[src/design/vil_pkg.sv]
package vil_pkg;
  localparam int NSRC = 23;
  localparam int NLVL = 8;
  // vector byte per source, source 0 in the low byte
  localparam logic [22:0][7:0] SRC_VEC = {
    8'he8, 8'he8, 8'he8, 8'he8, 8'he6, 8'he4, 8'he2, 8'he0,
    8'hd8, 8'hd8, 8'hd8, 8'hd8, 8'hd6, 8'hd4, 8'hd2, 8'hd0,
    8'hf2, 8'hf0, 8'hec, 8'hf6, 8'hf4, 8'hfc, 8'hfa};
  // request level per source
  localparam logic [22:0][2:0] SRC_LVL = {
    3'h7, 3'h7, 3'h7, 3'h7, 3'h6, 3'h6, 3'h6, 3'h6,
    3'h5, 3'h5, 3'h5, 3'h5, 3'h4, 3'h4, 3'h4, 3'h4,
    3'h3, 3'h3, 3'h2, 3'h1, 3'h1, 3'h0, 3'h0};
  // sources whose pending flag hardware clears on grant
  localparam logic [22:0] SRC_HW_CLR = 23'h000035;
  localparam logic [15:0] RST_VEC_DEF = 16'h0100;
  localparam logic [15:0] RST_VEC_ALT1 = 16'h0200;
  localparam logic [15:0] RST_VEC_ALT2 = 16'h0300;
  localparam logic [15:0] RST_VEC_ALT3 = 16'h0500;
  localparam logic [15:0] RST_VEC_ALT4 = 16'h0900;
  localparam logic [7:0] VEC_AREA_TOP = 8'hff;
  localparam int SYM_GIE = 0;
  localparam int SYM_EXT_TRI = 7;
  localparam logic [7:0] SYM_WMASK = 8'h9f;
  localparam logic [7:0] SYM_RST = 8'h00;
  localparam logic [7:0] MASK_RST = 8'h00;
  localparam logic [7:0] PRIO_RST = 8'h00;
  localparam int PRIO_ORD_LO = 6;
  localparam logic [22:0] PEND_RST = 23'h000000;
  typedef enum logic {VIL_IDLE, VIL_REQ} vil_st_e;
endpackage : vil_pkg

[src/design/vil_ctrl.sv]
`timescale 1ns/1ns
// Operation
// RULE_01 - all vectors live in bytes 00h..FFh
// RULE_02 - reset entry 100h or boot-selected alternative
// RULE_03 - timer 0 sources on level 0
// RULE_04 - timer 1 sources on level 1, overflow auto-cleared
// RULE_05 - counter A alone on level 2
// RULE_06 - timer 2 sources on level 3
// RULE_07 - port 0 pins 4-7 share E8h, level 7
// RULE_08 - port 0 pins 0-3 level 6, own vectors
// RULE_09 - port 2 pins 4-7 share D8h, level 5
// RULE_10 - port 2 pins 0-3 level 4, own vectors
// RULE_11 - in-level priority value 0 is highest
// RULE_12 - lowest vector wins inside a level, fixed
// RULE_13 - free vector-area bytes usable, vectors protected
// RULE_14 - enable/disable instructions set/clear mode bit 0
// RULE_15 - enabled requests served in configured priority order
// RULE_16 - software must enable interrupts after reset
// RULE_17 - per-level mask register, read and write
// RULE_18 - priority register orders three level groups
// RULE_19 - read-only per-level pending register
// RULE_20 - mode register holds fast and external controls
// RULE_21 - grant disables interrupts, gives two vector bytes
// RULE_22 - reset clears mode bits 7, 1, 0
// RULE_23 - request needs pending, unmasked and global enable
module vil_ctrl (
  input wire logic clk,
  input wire logic resetn,
  input wire logic ce,
  input wire logic [2:0] boot_sel,
  input wire logic [22:0] src_evt,
  input wire logic [22:0] sw_clr_pend,
  input wire logic global_enable_instr,
  input wire logic global_disable_instr,
  input wire logic sym_wr,
  input wire logic [7:0] sym_wdata,
  input wire logic mask_wr,
  input wire logic [7:0] mask_wdata,
  input wire logic prio_wr,
  input wire logic [7:0] prio_wdata,
  input wire logic int_ack,
  input wire logic prog_wr,
  input wire logic [15:0] prog_wr_addr,
  output logic [15:0] reset_vec_r,
  output logic int_req_r,
  output logic [2:0] req_level_r,
  output logic [7:0] vec_addr_r,
  output logic [7:0] vec_next_r,
  output logic [22:0] src_pend_r,
  output logic [7:0] level_pend_r,
  output logic [7:0] level_mask_reg,
  output logic [7:0] level_priority_reg,
  output logic [7:0] system_mode_reg,
  output logic vec_hit_r
);
  vil_pkg::vil_st_e st_r, st_nxt;
  logic [22:0] pend_nxt, grant_clr;
  logic [7:0] lvl_pend, lvl_act, mask_nxt, prio_nxt, sym_nxt, vec_nxt, vecn_nxt;
  logic [2:0] win_lvl, lvl_nxt;
  logic [4:0] win_src;
  logic any_act, any_src, req_nxt, hit_nxt, boot_seen_r;
  logic [15:0] rvec_nxt;

  // rank of a level: group rank times three plus place in group
  function automatic logic [3:0] lvl_rank(input logic [7:0] p, input logic [2:0] l);
    logic [1:0] g, pos, gr, ord;
    g = (l < 3'h2) ? 2'h0 : (l < 3'h5) ? 2'h1 : 2'h2;
    pos = (g == 2'h0) ? l[1:0] : (g == 2'h1) ? 2'(l - 3'h2) : 2'(l - 3'h5);
    if (p[g]) begin
      pos = (g == 2'h0) ? 2'h1 - pos : 2'h2 - pos;
    end
    ord = p[vil_pkg::PRIO_ORD_LO +: 2];
    case (ord)
      2'h1: gr = (g == 2'h0) ? 2'h2 : 2'(g - 2'h1);
      2'h2: gr = (g == 2'h2) ? 2'h0 : 2'(g + 2'h1);
      2'h3: gr = (g == 2'h0) ? 2'h0 : (g == 2'h1) ? 2'h2 : 2'h1;
      default: gr = g;
    endcase
    // widen before the product so group two does not wrap into group zero
    lvl_rank = ({2'h0, gr} * 4'h3) + {2'h0, pos};
  endfunction : lvl_rank

  // level pending is the or of its sources; active needs mask and enable
  always_comb begin
    lvl_pend = 8'h00;
    for (int s = 0; s < vil_pkg::NSRC; s++) begin
      if (src_pend_r[s]) begin
        lvl_pend[vil_pkg::SRC_LVL[s]] = 1'b1; // RULE_19 RULE_23
      end
    end
    lvl_act = lvl_pend & level_mask_reg & {8{system_mode_reg[vil_pkg::SYM_GIE]}}; // RULE_23 RULE_17
  end

  // pick the best level by rank, then the lowest source index in it
  always_comb begin
    logic [3:0] best;
    best = 4'hf;
    any_act = 1'b0;
    win_lvl = 3'h0;
    for (int l = 0; l < vil_pkg::NLVL; l++) begin
      if (lvl_act[l] && lvl_rank(level_priority_reg, 3'(l)) < best) begin // RULE_15 RULE_18
        best = lvl_rank(level_priority_reg, 3'(l));
        win_lvl = 3'(l);
        any_act = 1'b1;
      end
    end
    // index order within a level follows vector order, so low index wins
    win_src = 5'h00;
    any_src = 1'b0;
    for (int s = vil_pkg::NSRC - 1; s >= 0; s--) begin
      if (src_pend_r[s] && vil_pkg::SRC_LVL[s] == win_lvl) begin // RULE_11 RULE_12
        win_src = 5'(s);
        any_src = 1'b1;
      end
    end
  end

  // request handshake with the core; the core pushes pc and flags itself
  always_comb begin
    st_nxt = st_r;
    req_nxt = int_req_r;
    lvl_nxt = req_level_r;
    vec_nxt = vec_addr_r;
    vecn_nxt = vec_next_r;
    grant_clr = 23'h000000;
    case (st_r)
      vil_pkg::VIL_IDLE: begin
        if (any_act && any_src) begin
          st_nxt = vil_pkg::VIL_REQ;
          req_nxt = 1'b1;
          lvl_nxt = win_lvl;
          vec_nxt = vil_pkg::SRC_VEC[win_src]; // RULE_03 RULE_04 RULE_05 RULE_06
          vecn_nxt = vil_pkg::SRC_VEC[win_src] + 8'h01; // RULE_21
        end
      end
      default: begin
        if (int_ack) begin
          st_nxt = vil_pkg::VIL_IDLE;
          req_nxt = 1'b0;
          for (int s = 0; s < vil_pkg::NSRC; s++) begin
            if (vil_pkg::SRC_VEC[s] == vec_addr_r) begin
              grant_clr[s] = vil_pkg::SRC_HW_CLR[s]; // RULE_04
            end
          end
        end else if (!(any_act && any_src)) begin
          // withdraw when disabled, masked or cleared before the ack
          st_nxt = vil_pkg::VIL_IDLE;
          req_nxt = 1'b0;
        end else begin
          lvl_nxt = win_lvl;
          vec_nxt = vil_pkg::SRC_VEC[win_src]; // RULE_07 RULE_08 RULE_09 RULE_10
          vecn_nxt = vil_pkg::SRC_VEC[win_src] + 8'h01;
        end
      end
    endcase
  end

  // pending flags: a new event wins over any clear in the same cycle
  always_comb begin
    pend_nxt = (src_pend_r & ~(sw_clr_pend & ~vil_pkg::SRC_HW_CLR) & ~grant_clr) | src_evt;
  end

  // control registers; disable and grant win over enable
  always_comb begin
    mask_nxt = mask_wr ? mask_wdata : level_mask_reg; // RULE_17
    prio_nxt = prio_wr ? prio_wdata : level_priority_reg; // RULE_18
    sym_nxt = sym_wr ? (sym_wdata & vil_pkg::SYM_WMASK) : system_mode_reg; // RULE_20
    if (global_enable_instr) begin
      sym_nxt[vil_pkg::SYM_GIE] = 1'b1; // RULE_14
    end
    if (global_disable_instr || (st_r == vil_pkg::VIL_REQ && int_ack)) begin
      sym_nxt[vil_pkg::SYM_GIE] = 1'b0; // RULE_14 RULE_21
    end
  end

  // reset entry, caught once after release; write guard for vector bytes
  always_comb begin
    case (boot_sel)
      3'h1: rvec_nxt = vil_pkg::RST_VEC_ALT1;
      3'h2: rvec_nxt = vil_pkg::RST_VEC_ALT2;
      3'h3: rvec_nxt = vil_pkg::RST_VEC_ALT3;
      3'h4: rvec_nxt = vil_pkg::RST_VEC_ALT4;
      default: rvec_nxt = vil_pkg::RST_VEC_DEF; // RULE_02
    endcase
    if (boot_seen_r) begin
      rvec_nxt = reset_vec_r;
    end
    hit_nxt = 1'b0;
    if (prog_wr && prog_wr_addr[15:8] == 8'h00) begin // RULE_01
      for (int s = 0; s < vil_pkg::NSRC; s++) begin
        if (prog_wr_addr[7:0] == vil_pkg::SRC_VEC[s]
            || prog_wr_addr[7:0] == vil_pkg::SRC_VEC[s] + 8'h01) begin
          hit_nxt = 1'b1; // RULE_13
        end
      end
    end
  end

  // state registers, frozen while ce is low
  always_ff @(posedge clk or negedge resetn) begin
    if (!resetn) begin
      st_r <= vil_pkg::VIL_IDLE;
      int_req_r <= 1'b0;
      req_level_r <= 3'h0;
      vec_addr_r <= vil_pkg::VEC_AREA_TOP;
      vec_next_r <= vil_pkg::VEC_AREA_TOP;
      src_pend_r <= vil_pkg::PEND_RST;
      level_pend_r <= 8'h00;
      level_mask_reg <= vil_pkg::MASK_RST;
      level_priority_reg <= vil_pkg::PRIO_RST;
      system_mode_reg <= vil_pkg::SYM_RST; // RULE_22
      reset_vec_r <= vil_pkg::RST_VEC_DEF;
      boot_seen_r <= 1'b0;
      vec_hit_r <= 1'b0;
    end else if (ce) begin
      st_r <= st_nxt;
      int_req_r <= req_nxt;
      req_level_r <= lvl_nxt;
      vec_addr_r <= vec_nxt;
      vec_next_r <= vecn_nxt;
      src_pend_r <= pend_nxt;
      level_pend_r <= lvl_pend;
      level_mask_reg <= mask_nxt;
      level_priority_reg <= prio_nxt;
      system_mode_reg <= sym_nxt;
      reset_vec_r <= rvec_nxt;
      boot_seen_r <= 1'b1;
      vec_hit_r <= hit_nxt;
    end
  end
endmodule : vil_ctrl

[config.mk]
export PLATFORM = sky130hd
export DESIGN_NAME = vil_ctrl
export DESIGN_NICKNAME = d
export VERILOG_FILES = /design/src/design/vil_pkg.sv /design/src/design/vil_ctrl.sv
export SDC_FILE = /design/constraint.sdc
export NUM_CORES = 1
export LEC_CHECK = 0
export BUFFER_PORTS_ARGS = -buffer_cell sky130_fd_sc_hd__buf_2
export CAP_MARGIN = 20
export CORE_MARGIN = 4
export CORE_UTILIZATION = 40
export CTS_BUF_LIST = sky130_fd_sc_hd__clkbuf_8
export CTS_CLUSTER_DIAMETER = 150
export DETAILED_ROUTE_END_ITERATION = 10
export PLACE_DENSITY_LB_ADDON = 0.3
export RECOVER_POWER = 100
export SLEW_MARGIN = 20
export SYNTH_ARGS = -nofsm -noshare
export SYNTH_HDL_FRONTEND = slang
export SYNTH_SLANG_ARGS = --single-unit
[constraint.sdc]
create_clock -name clk -period 10.91 [get_ports clk]
set_clock_uncertainty 0.05 [all_clocks]
set_input_delay 2.7275 -clock clk [delete_from_list [all_inputs] [get_ports clk]]
set_output_delay 2.7275 -clock clk [all_outputs]
set_load 0.03 [all_outputs]
# ---- Word level (Yosys, flattened, before mapping)
# Memory sizes are Yosys's and may differ from the RTL's.
# Cells that the tools add are included.
dict set report word_totals {
  word_cells 336
  ff_bits 92
  in_bits 99
  n_memories 1
  rom_bits 256
}
# name depth word_bits rd rd_clocked_by_memory_dff write_ports line
set memory_table {}
lappend memory_table {{(name not given)} 32 8 1 0 0 vil_ctrl.sv:152} ;# vecn_nxt = vil_pkg::SRC_VEC[win_src] + 8'h01;
dict set report classes {
  bitwise 8
  n_addsub 16
  n_eq_ne 54
  mul 10
  n_reduce_logical 65
  order_cmp 9
  muxes 159
}
# cell n
set op_table {}
lappend op_table {{8-bit == test (second input constant)} 34}
lappend op_table {{5-bit 2-to-1 mux} 23}
lappend op_table {{1-bit 2-to-1 mux} 89}
lappend op_table {{8-bit 2-to-1 mux} 7}
lappend op_table {{4-bit by 2-bit adder with 4-bit output} 13}
lappend op_table {{12-bit case mux with 4 select lines} 1}
lappend op_table {{23-bit bitwise AND} 2}
lappend op_table {{23-bit inverter} 2}
lappend op_table {{2-bit by 2-bit multiplier with 4-bit output (second input constant)} 10}
lappend op_table {{2-bit 2-to-1 mux} 18}
lappend op_table {{1-bit logical AND} 34}
lappend op_table {{8-bit == test (first input constant)} 4}
lappend op_table {{4-bit < comparator} 7}
lappend op_table {{4-bit 2-to-1 mux} 7}
lappend op_table {{3-bit 2-to-1 mux} 9}
lappend op_table {{23-bit bitwise OR} 1}
lappend op_table {{1-bit logical OR} 18}
lappend op_table {{8-bit bitwise AND} 2}
lappend op_table {{3-bit == test (first input constant)} 4}
lappend op_table {{6-bit 2-to-1 mux} 2}
lappend op_table {{2-bit case mux with 2 select lines} 3}
lappend op_table {{2-bit AND reduction} 6}
lappend op_table {{4-bit by 1-bit adder with 4-bit output (second input constant)} 2}
lappend op_table {{8-bit by 1-bit adder with 8-bit output (second input constant)} 1}
lappend op_table {{other kinds (18)} 22}

# ---- Logic depth before layout (Yosys ltp)
# Gate-level depths: netlist of the first run.
dict set report logic_depth {
  word_depth 81
  ltp_mapped 61
  mapped_depth_nobuf 59
}

# ---- Worst setup path after synthesis of the first run
# Ideal clock, no wire load.
dict set report synth_path {
  path_type {register to register}
  start {register level_priority_reg[6]}
  end {register vec_addr_r[3]}
  required_ns 10.776
  path_stages_with_launch 57
  setup_time_ns 0.084
  setup_slack_ns -1.247
  t_arrival_ns 12.023
  path_cell_list {dfrtp_1 > inv_1 > ha_1 > ha_1 > ha_1 > xor2_1 > nand2_1 > nor4_1 > o31a_1 > a221oi_1 > ha_1 > nand2_1 > or2_2 > a2bb2o_1 > nand2_1 > mux2_2 > ha_1 > o2bb2ai_1 > [... 21 more ...] > a2111oi_0 > o21a_1 > o41ai_4 > mux2_2 > ha_1 > a21oi_1 > nor2b_1 > nor4_1 > o311ai_2 > nand3_2 > a2111oi_0 > a311o_1 > o21ai_1 > inv_1 > ha_1 > or4_1 > o221ai_1 > o21ai_1}
}
dict set report synth_via {
  elab_chain_cells 58
  elab_cells_between_ends 161
}
# element line
set synth_lines {}
lappend synth_lines {{start: declaration} vil_ctrl.sv:52} ;# output logic [7:0] level_priority_reg,
lappend synth_lines {{start signal: assignment} vil_ctrl.sv:210} ;# level_priority_reg <= vil_pkg::PRIO_RST;
lappend synth_lines {{start signal: assignment} vil_ctrl.sv:224} ;# level_priority_reg <= prio_nxt;
lappend synth_lines {{2-bit == test / 2-bit by 1-bit == test with 1-bit output (equally long branches)} vil_ctrl.sv:73} ;# case (ord)
lappend synth_lines {{2-bit case mux with 2 select lines} vil_ctrl.sv:73}
lappend synth_lines {{2-bit by 2-bit multiplier with 4-bit output} vil_ctrl.sv:80} ;# lvl_rank = ({2'h0, gr} * 4'h3) + {2'h0, pos};
lappend synth_lines {{4-bit by 2-bit adder with 4-bit output} vil_ctrl.sv:80}
lappend synth_lines {{4-bit < comparator} vil_ctrl.sv:101} ;# if (lvl_act[l] && lvl_rank(level_priority_reg, 3'(l)) < best) begin
lappend synth_lines {{1-bit logical AND} vil_ctrl.sv:101}
lappend synth_lines {{4-bit 2-to-1 mux} vil_ctrl.sv:101}
lappend synth_lines {{4-bit < comparator} vil_ctrl.sv:101}
lappend synth_lines {{[... 20 more ...]} -}
lappend synth_lines {{3-bit == test} vil_ctrl.sv:111} ;# if (src_pend_r[s] && vil_pkg::SRC_LVL[s] == win_lvl) begin
lappend synth_lines {{1-bit logical AND} vil_ctrl.sv:111}
lappend synth_lines {{5-bit 2-to-1 mux (23 in series)} vil_ctrl.sv:111}
lappend synth_lines {{memory read 32 x 8 bit} -}
lappend synth_lines {{8-bit 2-to-1 mux} -}
lappend synth_lines {{8-bit 2-to-1 mux *} vil_ctrl.sv:145} ;# end else if (!(any_act && any_src)) begin
lappend synth_lines {{8-bit 2-to-1 mux} vil_ctrl.sv:137} ;# if (int_ack) begin
lappend synth_lines {{8-bit 2-to-1 mux *} vil_ctrl.sv:126} ;# case (st_r)
lappend synth_lines {{end signal: assignment} vil_ctrl.sv:205} ;# vec_addr_r <= vil_pkg::VEC_AREA_TOP;
lappend synth_lines {{end signal: assignment} vil_ctrl.sv:219} ;# vec_addr_r <= vec_nxt;
lappend synth_lines {{end: declaration} vil_ctrl.sv:47} ;# output logic [7:0] vec_addr_r,
# Every way passes the cells marked *; elsewhere a longest branch is shown, timed or not. The select of a mux whose other input is x is not followed.
# A chain may end at the register's enable or synchronous reset.

# ---- Worst setup path in the final report of the first run
dict set report layout_path {
  start {register level_priority_reg[7]}
  end {register vec_addr_r[2]}
}
# Same word-level chain as after synthesis.

==> qor.csv, run 1 <==
metric,value,unit
first-pass GRT wire length,26400,um
clock power share,12.5,%
Max clock buf depth,2,
Synth area leader,dfrtp_1,
core region area,12800,um^2
DR iter-0 viols,276,
flop and latch count out of synthesis,70,
met2 WL,8390,um
Synth top area share,29.7,%
largest net degree at the start of global routing,72,
CP Capture Type,register,
Slew @ Worst Pin,3740,ps
IO Pins,191,
"Avg Cell Area, Syn",9.39,um^2
drt pass-1 iters,4,
slack of the critical path,-59.3,ps
Max Cap Viol,2,
Worst Hold Launch,boot_seen_r$_DFFE_PN0P_,
most frequent cells in the layout,"106 x buf_2, 105 x buf_4, 61 x dfrtp_1",
Final HPWL DP,13200,um
layout cells sized above 1,42.4,%
IO Port Bufs,164,
Die Y,123,um
crit path max-delay cell type,o311ai_4,
Post-synth EDFFs,0,
DRC violations left,0,
CTS tree,yes,
startpoint types,register,
Pint,1.15,mW
H-tree depth,3,
Crit path top cell by count,ha_4,
R2R depth,52,
RSZ-0062 raised after global routing,yes,
Critical Path Fanout Max,7,
count of final setup violators,4,
outcome,"complete, but fails checks",
Flop pwr share,17.5,%
CTS sink cnt,70,
vias in the first global route,5276,
synth top area cells,"dfrtp_1 30%, ha_1 9.7%, mux2_2 5.3%, nand2_1 4.1%, a22o_1 4.0%",
r2r startpoint,level_priority_reg[7]$_DFFE_PN0P_,
routed len/inst,17.3,um
clock transition at the registers of the reported paths,80,ps
Switch Pwr,939,uW
crit path from,level_priority_reg[7]$_DFFE_PN0P_,
WL final,17300,um
combinational power share,69.9,%
DR vias,5388,
Die ar.,15200,um^2
"most common cell after layout, fill and taps aside",buf_2,
Sw Share,44.9,%
routed length on met1,7350,um
Diodes inserted,0,
Rel. slew slack,-149,%
Syn-to-layout area delta,44.6,%
Largest Register,src_pend_r,
Final Util,59.8,%
via/cell ratio,5.40,
max reg flops,23,
P_leak,3.44,nW
"Remaining Overflow, GRT",0,
CTS Buf Count,9,
count of non-filler cells in the finished layout,997,
YS warnings,0,
Gate Count Post-Synth,565,
final hold violation count,0,
Starting Density,41.4,%
synth unique cells,88,
die width,123,um
failing checks,"max-capacitance violations, max-slew violations, negative setup slack",
top_reg_cell synth,dfrtp_1,
crit share post-route,101,%
Hold Path Class,reg2reg,
Post-synth ARST share,100,%
worst skew pair latency,360,ps
Max VDD drop,0.119,mV
"antenna viol nets, final",0,
dpl cells,951,
worst hold path stage count,1,
Critical Path Max Stage Delay,500,ps
Power Density,272,nW/um^2
CTS Hold Bufs,0,
# rows,41,
total track usage,22.3,%
top layer in use,met4,
antenna violations before repair,0,
CP arrival,11210,ps
"Slew Viols, Final",143,
gpl congestion,0.877,
CP Data Required Time,11150,ps
Met3 Routed Length,1130,um
# nets final,960,
post-synthesis sequential area ratio,33.2,%
Final min period,10970,ps
"Cell Area, Synth",5300,um^2
root buffer cell,clkbuf_8,
Max Clk Rate,0.0912,GHz
worst setup path category,reg2reg,
[stage by stage]
stage	instance area [um^2]	TNS [ps]	setup WS, ps	hold WS, ps	power (mW)
2_1_floorplan	5630	0	15.2	377	1.19
3_3_place_gp	6960	-740	-263	399	1.56
3_5_place_dp	6960	-1660	-446	393	1.59
4_1_cts	7380	0	22.6	423	1.92
5_1_grt	7670	-2470	-525	437	2.23
6_report	7670	-122	-59.3	423	2.09
[kinds of logic (layout without fill, tap and decap cells)]
kind of cell,count (synthesis),in the layout,synth area share (%)
simple gates,174,174,16.7
flops,70,70,33.2
buf+inv,71,312,7.12
other cells,2,21,0.142
mux,33,33,6.84
fa+ha+maj,41,41,9.67
compound gates,170,170,25.7
xor+xnor,4,4,0.661
[cell usage after synthesis (7+ instances only)]
| cell type | number |
|---|---|
| ha_1 | 41 |
| nand2_1 | 58 |
| dfstp_2 | 7 |
| o21ai_0 | 23 |
| nor2_1 | 46 |
| dfrtp_1 | 63 |
| mux2i_1 | 7 |
| a21oi_1 | 25 |
| mux2_2 | 25 |
| o21a_1 | 9 |
| buf_4 | 27 |
| nand3_1 | 10 |
| nor3_1 | 9 |
| inv_1 | 24 |
| a22o_1 | 24 |
| clkbuf_1 | 16 |
[worst paths after layout]
| path | to | slack [ps] |
|---|---|---|
| setup / recovery | vec_addr_r[2]$_DFFE_PN1P_ | -60 |
| hold / removal | boot_seen_r$_DFFE_PN0P_ | 420 |
| setup reg to reg | vec_addr_r[2]$_DFFE_PN1P_ | -60 |
| hold reg to reg | boot_seen_r$_DFFE_PN0P_ | 420 |
| max in group asynchronous | level_priority_reg[7]$_DFFE_PN0P_ | 4740 |
| min in group asynchronous | system_mode_reg[7]$_DFFE_PN0P_ | 3700 |
[area by class of cell]
type | count | area (um^2)
flip-flops and latches | 70 | 1760
inverters | 24 | 92.6
well taps | 172 | 215
fillers | 1138 | 5160
repair buffers | 272 | 1560
multi-input cells | 443 | 3790
clock buffers | 10 | 138
clock inverters | 6 | 110
[what timing repair did]
item                                    in CTS  in global routing
pin swaps                                   11                 40
resized for setup                            9                 44
endpoints found under the setup margin       5                  8
setup buffers                               15                 16
[worst max-delay path: cells and delay by family, from the launching register on]
| family | cells | cell delay, ps |
|---|---|---|
| flops | 1 | 460 |
| buf+inv | 6 | 810 |
| simple gates | 11 | 1690 |
| compound gates | 23 | 4850 |
| fa+ha+maj | 9 | 2160 |
| mux | 3 | 860 |
[per-layer routing]
layer  vias up  global-route usage (%)
met5         -                       0
met4         0                    7.54
met3        26                    4.62
met2       221                    37.8
met1      2575                    28.3
li1       2566                       -
[power by group through the flow]
stage                     clock network [mW]  logic, mW  registers, mW
final                                  0.262       1.46          0.366
after CTS                              0.270       1.28          0.364
after global placement                     0       1.20          0.366
after floorplan                            0      0.750          0.439
after detailed placement                   0       1.23          0.369
after global routing                   0.278       1.58          0.372
No activity file was read; power rests on OpenSTA's default activity.
==> inputs of run 2 (changes only) <==
--- a/config.mk
+++ b/config.mk
@@ -8,7 +8,7 @@
 export BUFFER_PORTS_ARGS = -buffer_cell sky130_fd_sc_hd__buf_2
 export CAP_MARGIN = 20
 export CORE_MARGIN = 4
-export CORE_UTILIZATION = 40
+export CORE_UTILIZATION = 47
 export CTS_BUF_LIST = sky130_fd_sc_hd__clkbuf_8
 export CTS_CLUSTER_DIAMETER = 150
 export DETAILED_ROUTE_END_ITERATION = 10
==> constraint.sdc (replaced) <==
create_clock -name clk -period 10.91 [get_ports clk]
set_clock_uncertainty 0.05 [all_clocks]
set_input_delay 3.273 -clock clk [delete_from_list [all_inputs] [get_ports clk]]
set_output_delay 3.273 -clock clk [all_outputs]
set_load 0.03 [all_outputs]
==> run 2 against run 1 <==
  * The run still ends with max-capacitance violations, max-slew violations, negative setup slack left
  * Sequential share of layout area is 0.17 points higher
  * Count of clock-buffer cells in the layout stayed put
  * Sequential power hardly changed
  * Highest routed layer unchanged
  * Largest cell class unchanged
  * Worst setup slack worse by 170 ps
  * Global-route usage is 4.6 points higher
  * Total power is 1.1% lower
==> qor.csv, run 2 (synthesized netlist as in run 1, its figures left out) <==
metric,value,unit,change
CP arrival,11370,ps,+160 ps
Final Util,69.6,%,+9.8 points
"Slew Viols, Final",143,,unchanged
Max VDD drop,0.143,mV,+20%
Die ar.,13000,um^2,-14%
Multi-input gate area,3720,um^2,-2.0%
worst setup path category,reg2reg,,
Diodes inserted,0,,unchanged
vias in the first global route,5593,,+6.0%
first-pass GRT wire length,27700,um,+5.1%
IO Pins,191,,unchanged
"Remaining Overflow, GRT",0,,unchanged
CTS Buf Count,9,,unchanged
failing checks,"max-capacitance violations, max-slew violations, negative setup slack",,
Power Density,271,nW/um^2,-0.35%
DR vias,5477,,+1.7%
Slew @ Worst Pin,3840,ps,+97.8 ps
CTS Hold Bufs,0,,unchanged
Hold Path Class,reg2reg,,
# rows,38,,-7.3%
layout cells sized above 1,42.7,%,+0.31 points
"Design Area, Final",7610,um^2,-0.73%
Syn-to-layout area delta,43.5,%,
r2r startpoint,level_priority_reg[7]$_DFFE_PN0P_,,
Critical Path Max Stage Delay,500,ps,about the same
"setup slack, reg-to-reg",-230,ps,-170 ps
H-tree depth,3,,unchanged
routed len/inst,18.0,um,+3.9%
worst skew pair latency,360,ps,about the same
CP Capture Type,register,,
largest net degree at the start of global routing,72,,unchanged
total track usage,26.8,%,+4.6 points
slack of the critical path,-228,ps,-169 ps
startpoint types,register,,
gpl congestion,0.946,,+7.9%
CP Data Required Time,11140,ps,about the same
count of final setup violators,5,,+1
DR iter-0 viols,262,,-5.1%
Critical Path Fanout Max,4,,-3
Max clock buf depth,2,,unchanged
Rel. slew slack,-156,%,-6.5 points
clock transition at the registers of the reported paths,90,ps,about the same
outcome,"complete, but fails checks",,
fill count,852,,-25%
# nets final,968,,+0.83%
most frequent cells in the layout,"109 x buf_4, 107 x buf_2, 61 x dfrtp_1",,
RSZ-0062 raised after global routing,yes,,
max reg flops,23,,unchanged
Max Cap Viol,2,,unchanged
crit share post-route,102,%,+1.6 points
Max Clk Rate,0.0898,GHz,-1.5%
hold endpoint,boot_seen_r$_DFFE_PN0P_,,
antenna violations before repair,0,,unchanged
Final min period,11140,ps,+169 ps
drt pass-1 iters,5,,+1
Crit path top cell by count,ha_4,,
P_leak,3.45,nW,+0.38%
"most common cell after layout, fill and taps aside",buf_4,,
Worst Hold Launch,boot_seen_r$_DFFE_PN0P_,,
final hold violation count,0,,unchanged
placed inst area,6980,um^2,+0.29%
Largest Register,src_pend_r,,
Sequential cell area,1760,um^2,unchanged
worst hold path stage count,1,,unchanged
crit path from,level_priority_reg[7]$_DFFE_PN0P_,,
RR Endpoint,vec_addr_r[3]$_DFFE_PN1P_,,
"antenna viol nets, final",0,,unchanged
CTS tree,yes,,
die width,114,um,-7.2%
crit path max-delay cell type,a2111oi_4,,
DRC violations left,0,,unchanged
Die Y,114,um,-7.2%
via/cell ratio,5.63,,+4.2%
root buffer cell,clkbuf_8,,
core region area,10900,um^2,-15%
CTS sink cnt,70,,unchanged
R2R depth,57,,+9.6%
Starting Density,48.5,%,+7.1 points
IO Port Bufs,164,,unchanged
WL final,17500,um,+1.4%
Final HPWL DP,13300,um,+0.90%
## run 2: changes by cell type in the layout (fill, tap and decap cells not counted), sizes merged
| cell | delta |
|---|---|
| bufinv | -1 |
| clkinv | +1 |
| clkbuf | -1 |
| buf | +9 |
## run 2: how the worst max path moves through the flow
stage | to | depth (start not counted)
after floorplan | vec_addr_r[3]$_DFFE_PN1P_ | 57
after global placement | vec_addr_r[3]$_DFFE_PN1P_ | 56
after detailed placement | vec_addr_r[3]$_DFFE_PN1P_ | 56
after CTS | vec_addr_r[3]$_DFFE_PN1P_ | 56
after global routing | vec_addr_r[3]$_DFFE_PN1P_ | 58
final | vec_addr_r[3]$_DFFE_PN1P_ | 57
## run 2: what timing repair did
| item | in CTS | in global routing |
|---|---|---|
| endpoints found under the setup margin | 5 | 11 |
| pin swaps | 27 | 14 |
| buffers inserted | 21 | 9 |
| resized for setup | 26 | 22 |
## run 2: critical path, delay by kind of cell (launching register included)
| kind | cells | cell delay, ps |
|---|---|---|
| xor gates and xnor gates | 1 | 130 |
| and+or+nand+nor | 13 | 1750 |
| AOI/OAI and AO/OA | 22 | 4670 |
| buffers and inverters | 8 | 1050 |
| DFF | 1 | 450 |
| adders and majority gates | 10 | 2040 |
| muxes | 3 | 870 |
## run 2: report_power, final
part / internal [mW] / total, mW / switching [mW] / leakage (nW)
Clock: 0.137 / 0.248 / 0.111 / 0.113
Sequential: 0.311 / 0.366 / 0.0544 / 0.773
Combinational: 0.680 / 1.45 / 0.772 / 2.57
Total: 1.13 / 2.07 / 0.938 / 3.45
## run 2: layer usage
layer	vias up	wire, um	track usage [%]
met5	-	0	0
met4	0	596	12.6
met3	37	1160	5.13
met2	216	8670	44.5
met1	2647	7120	33.8
li1	2577	-	-
## run 2: layout make-up
cell class | count | share of cell area (%)
inverters | 24 | 1.22
repair buffers | 280 | 21.4
flip-flops and latches | 70 | 23.2
clock buffers | 10 | 1.81
clock inverters | 6 | 1.23
multi-input cells | 443 | 48.8
well taps | 140 | 2.30
## run 2: stage by stage
step                      instances  hold WS [ps]  setup TNS, ps  setup slack, ps  power [mW]
after floorplan                 584           377              0             15.2        1.19
after CTS                       964           417          -66.1            -66.1        1.96
after detailed placement        927           392          -2060             -477        1.60
after global placement          927           395          -1460             -409        1.57
after global routing            973           453          -2990             -574        2.20
final                           973           417           -607             -228        2.07
==> inputs of run 3 (changes only) <==
--- a/config.mk
+++ b/config.mk
@@ -6,9 +6,8 @@
 export NUM_CORES = 1
 export LEC_CHECK = 0
 export BUFFER_PORTS_ARGS = -buffer_cell sky130_fd_sc_hd__buf_2
-export CAP_MARGIN = 20
 export CORE_MARGIN = 4
-export CORE_UTILIZATION = 47
+export CORE_UTILIZATION = 50
 export CTS_BUF_LIST = sky130_fd_sc_hd__clkbuf_8
 export CTS_CLUSTER_DIAMETER = 150
 export DETAILED_ROUTE_END_ITERATION = 10
==> constraint.sdc (replaced) <==
create_clock -name clk -period 12.71 [get_ports clk]
set_clock_uncertainty 0.05 [all_clocks]
set_input_delay 3.813 -clock clk [delete_from_list [all_inputs] [get_ports clk]]
set_output_delay 3.813 -clock clk [all_outputs]
set_load 0.03 [all_outputs]
==> run 3 against run 2 <==
  * Count of clock-buffer cells in the layout grew 1
  * Critical path type unchanged
  * Core utilization shrank 4.7 points
  * Sequential share of layout area grew 3.1 points
  * Largest cell class unchanged
  * Total power shrank 27%
  * Die area shrank 5.6%
  * Final area shrank 12%
  * The run ends with max-capacitance violations, max-slew violations left
==> qor.csv, run 3 (synthesized netlist as in run 1, its figures left out) <==
metric,value,unit,change
outcome,"complete, but fails checks",,
failing checks,"max-capacitance violations, max-slew violations",,
largest net degree at the start of global routing,72,,unchanged
crit share post-route,95.0,%,-7.1 points
most frequent cells in the layout,"91 x buf_2, 75 x clkbuf_1, 61 x dfrtp_1",,
Die Y,111,um,-2.8%
vias in the first global route,5252,,-6.1%
"setup slack, reg-to-reg",640,ps,+870 ps
Power Density,224,nW/um^2,-18%
r2r startpoint,level_priority_reg[6]$_DFFE_PN0P_,,
CTS tree,yes,,
drt pass-1 iters,5,,unchanged
Starting Density,51.4,%,+2.9 points
Rel. slew slack,-154,%,+1.5 points
die width,111,um,-2.8%
worst setup path category,reg2reg,,
Crit path top cell by count,ha_1,,
Worst Setup EP,vec_addr_r[1]$_DFFE_PN1P_,,
Max Clk Rate,0.0828,GHz,-7.7%
Syn-to-layout area delta,26.4,%,
Largest Register,src_pend_r,,
RR Endpoint,vec_addr_r[1]$_DFFE_PN1P_,,
CTS Hold Bufs,0,,unchanged
Setup WS pre-CTS,191,ps,+668 ps
Max clock buf depth,2,,unchanged
"Slew Viols, Final",143,,unchanged
WL final,16400,um,-6.4%
DR vias,5218,,-4.7%
CTS sink cnt,70,,unchanged
crit path from,level_priority_reg[6]$_DFFE_PN0P_,,
layout cells sized above 1,30.3,%,-12 points
critical path's top delay family,compound AO/OA/AOI/OAI gates,,
Hold Path Class,reg2reg,,
Max Cap Viol,2,,unchanged
DR iter-0 viols,344,,+31%
Final HPWL DP,12800,um,-3.4%
# rows,37,,-2.6%
Critical Path Max Stage Delay,420,ps,-80 ps
Diodes inserted,0,,unchanged
R2R depth,59,,+3.5%
count of final setup violators,0,,-5
total track usage,26.0,%,-0.86 points
final hold slack,416,ps,-1.72 ps
H-tree depth,3,,unchanged
"antenna viol nets, final",0,,unchanged
IO Port Bufs,164,,unchanged
via/cell ratio,5.76,,+2.3%
gpl congestion,0.958,,+1.2%
first-pass GRT wire length,26300,um,-5.1%
CP arrival,12300,ps,+930 ps
count of non-filler cells in the finished layout,906,,-6.9%
CP Capture Type,register,,
# nets final,906,,-6.4%
Max VDD drop,0.128,mV,-11%
final hold violation count,0,,unchanged
startpoint types,register,,
DRC violations left,0,,unchanged
slack of the critical path,638,ps,+866 ps
number of buffer and inverter stages on the critical path,8,,unchanged
CTS Buf Count,9,,unchanged
"most common cell after layout, fill and taps aside",buf_2,,
core region area,10300,um^2,-5.6%
Slew @ Worst Pin,3820,ps,-21.9 ps
IO Pins,191,,unchanged
placed inst area,6420,um^2,-7.9%
clock transition at the registers of the reported paths,80,ps,about the same
WP depth,59,,+3.5%
root buffer cell,clkbuf_8,,
Critical Path Fanout Max,6,,+2
dpl cells,883,,-4.7%
routed len/inst,18.1,um,+0.56%
"Remaining Overflow, GRT",0,,unchanged
max reg flops,23,,unchanged
Die ar.,12300,um^2,-5.6%
antenna violations before repair,0,,unchanged
"Design Area, Final",6700,um^2,-12%
crit path max-delay cell type,dfrtp_2,,
P_leak,3.06,nW,-11%
worst skew pair latency,350,ps,about the same
Final min period,12070,ps,+934 ps
CP Data Required Time,12940,ps,+1800 ps
[run 3: cell types whose count changed in the layout (fill, tap and decap cells not counted), moves of 3 or more]
cell,previous run,this run
inv_2,4,1
buf_2,107,91
clkbuf_1,59,75
ha_1,26,39
buf_6,5,0
buf_4,109,52
nand2_4,3,0
inv_1,19,24
o21ai_0,19,22
nand2_1,54,57
ha_4,12,1
[run 3: how the worst min path moves through the flow]
stage	start	depth (start not counted)	slack, ps	to
after floorplan	boot_seen_r$_DFFE_PN0P_	1	380	boot_seen_r$_DFFE_PN0P_
after global placement	boot_seen_r$_DFFE_PN0P_	1	390	boot_seen_r$_DFFE_PN0P_
after detailed placement	boot_seen_r$_DFFE_PN0P_	1	400	boot_seen_r$_DFFE_PN0P_
after CTS	boot_seen_r$_DFFE_PN0P_	1	420	boot_seen_r$_DFFE_PN0P_
after global routing	boot_seen_r$_DFFE_PN0P_	1	450	boot_seen_r$_DFFE_PN0P_
final	boot_seen_r$_DFFE_PN0P_	1	420	boot_seen_r$_DFFE_PN0P_
[run 3: where the power goes]
group | internal, mW | total (mW) | switching, mW
sequential | 0.267 | 0.315 | 0.0480
combinational | 0.420 | 1.00 | 0.580
clock | 0.0997 | 0.185 | 0.0853
total | 0.787 | 1.50 | 0.714
[run 3: layout make-up]
type                            count  area (um^2)
Clock inverter                      4         47.5
Tap cell                          136          170
Multi-Input combinational cell    443         3350
Fill cell                         905         3620
Clock buffer                       11          151
Timing Repair Buffer              218         1130
Inverter                           24         90.1
Sequential cell                    70         1760
[run 3: repair_timing]
action                                  4_1_cts  5_1_grt
gates resized for setup                       0       24
setup buffers                                 0        8
endpoints found under the setup margin        0       11
[run 3: layer usage]
| metal | GRT usage [%] | vias to the layer above | wire (um) |
|---|---|---|---|
| met2 | 41.1 | 250 | 7660 |
| met1 | 35.1 | 2477 | 7030 |
| met5 | 0 | - | 0 |
| met4 | 9.93 | 0 | 436 |
| met3 | 5.19 | 42 | 1300 |
| li1 | - | 2449 | - |
[run 3: per-stage QoR]
step / setup TNS, ps / util (%) / power (mW)
CTS: 0 / 64.1 / 1.45
global route: -109 / 64.9 / 1.61
detailed placement: 0 / 62.2 / 1.26
global placement: 0 / 62.2 / 1.24
finish: 0 / 64.9 / 1.50
floorplan: 0 / - / 0.956
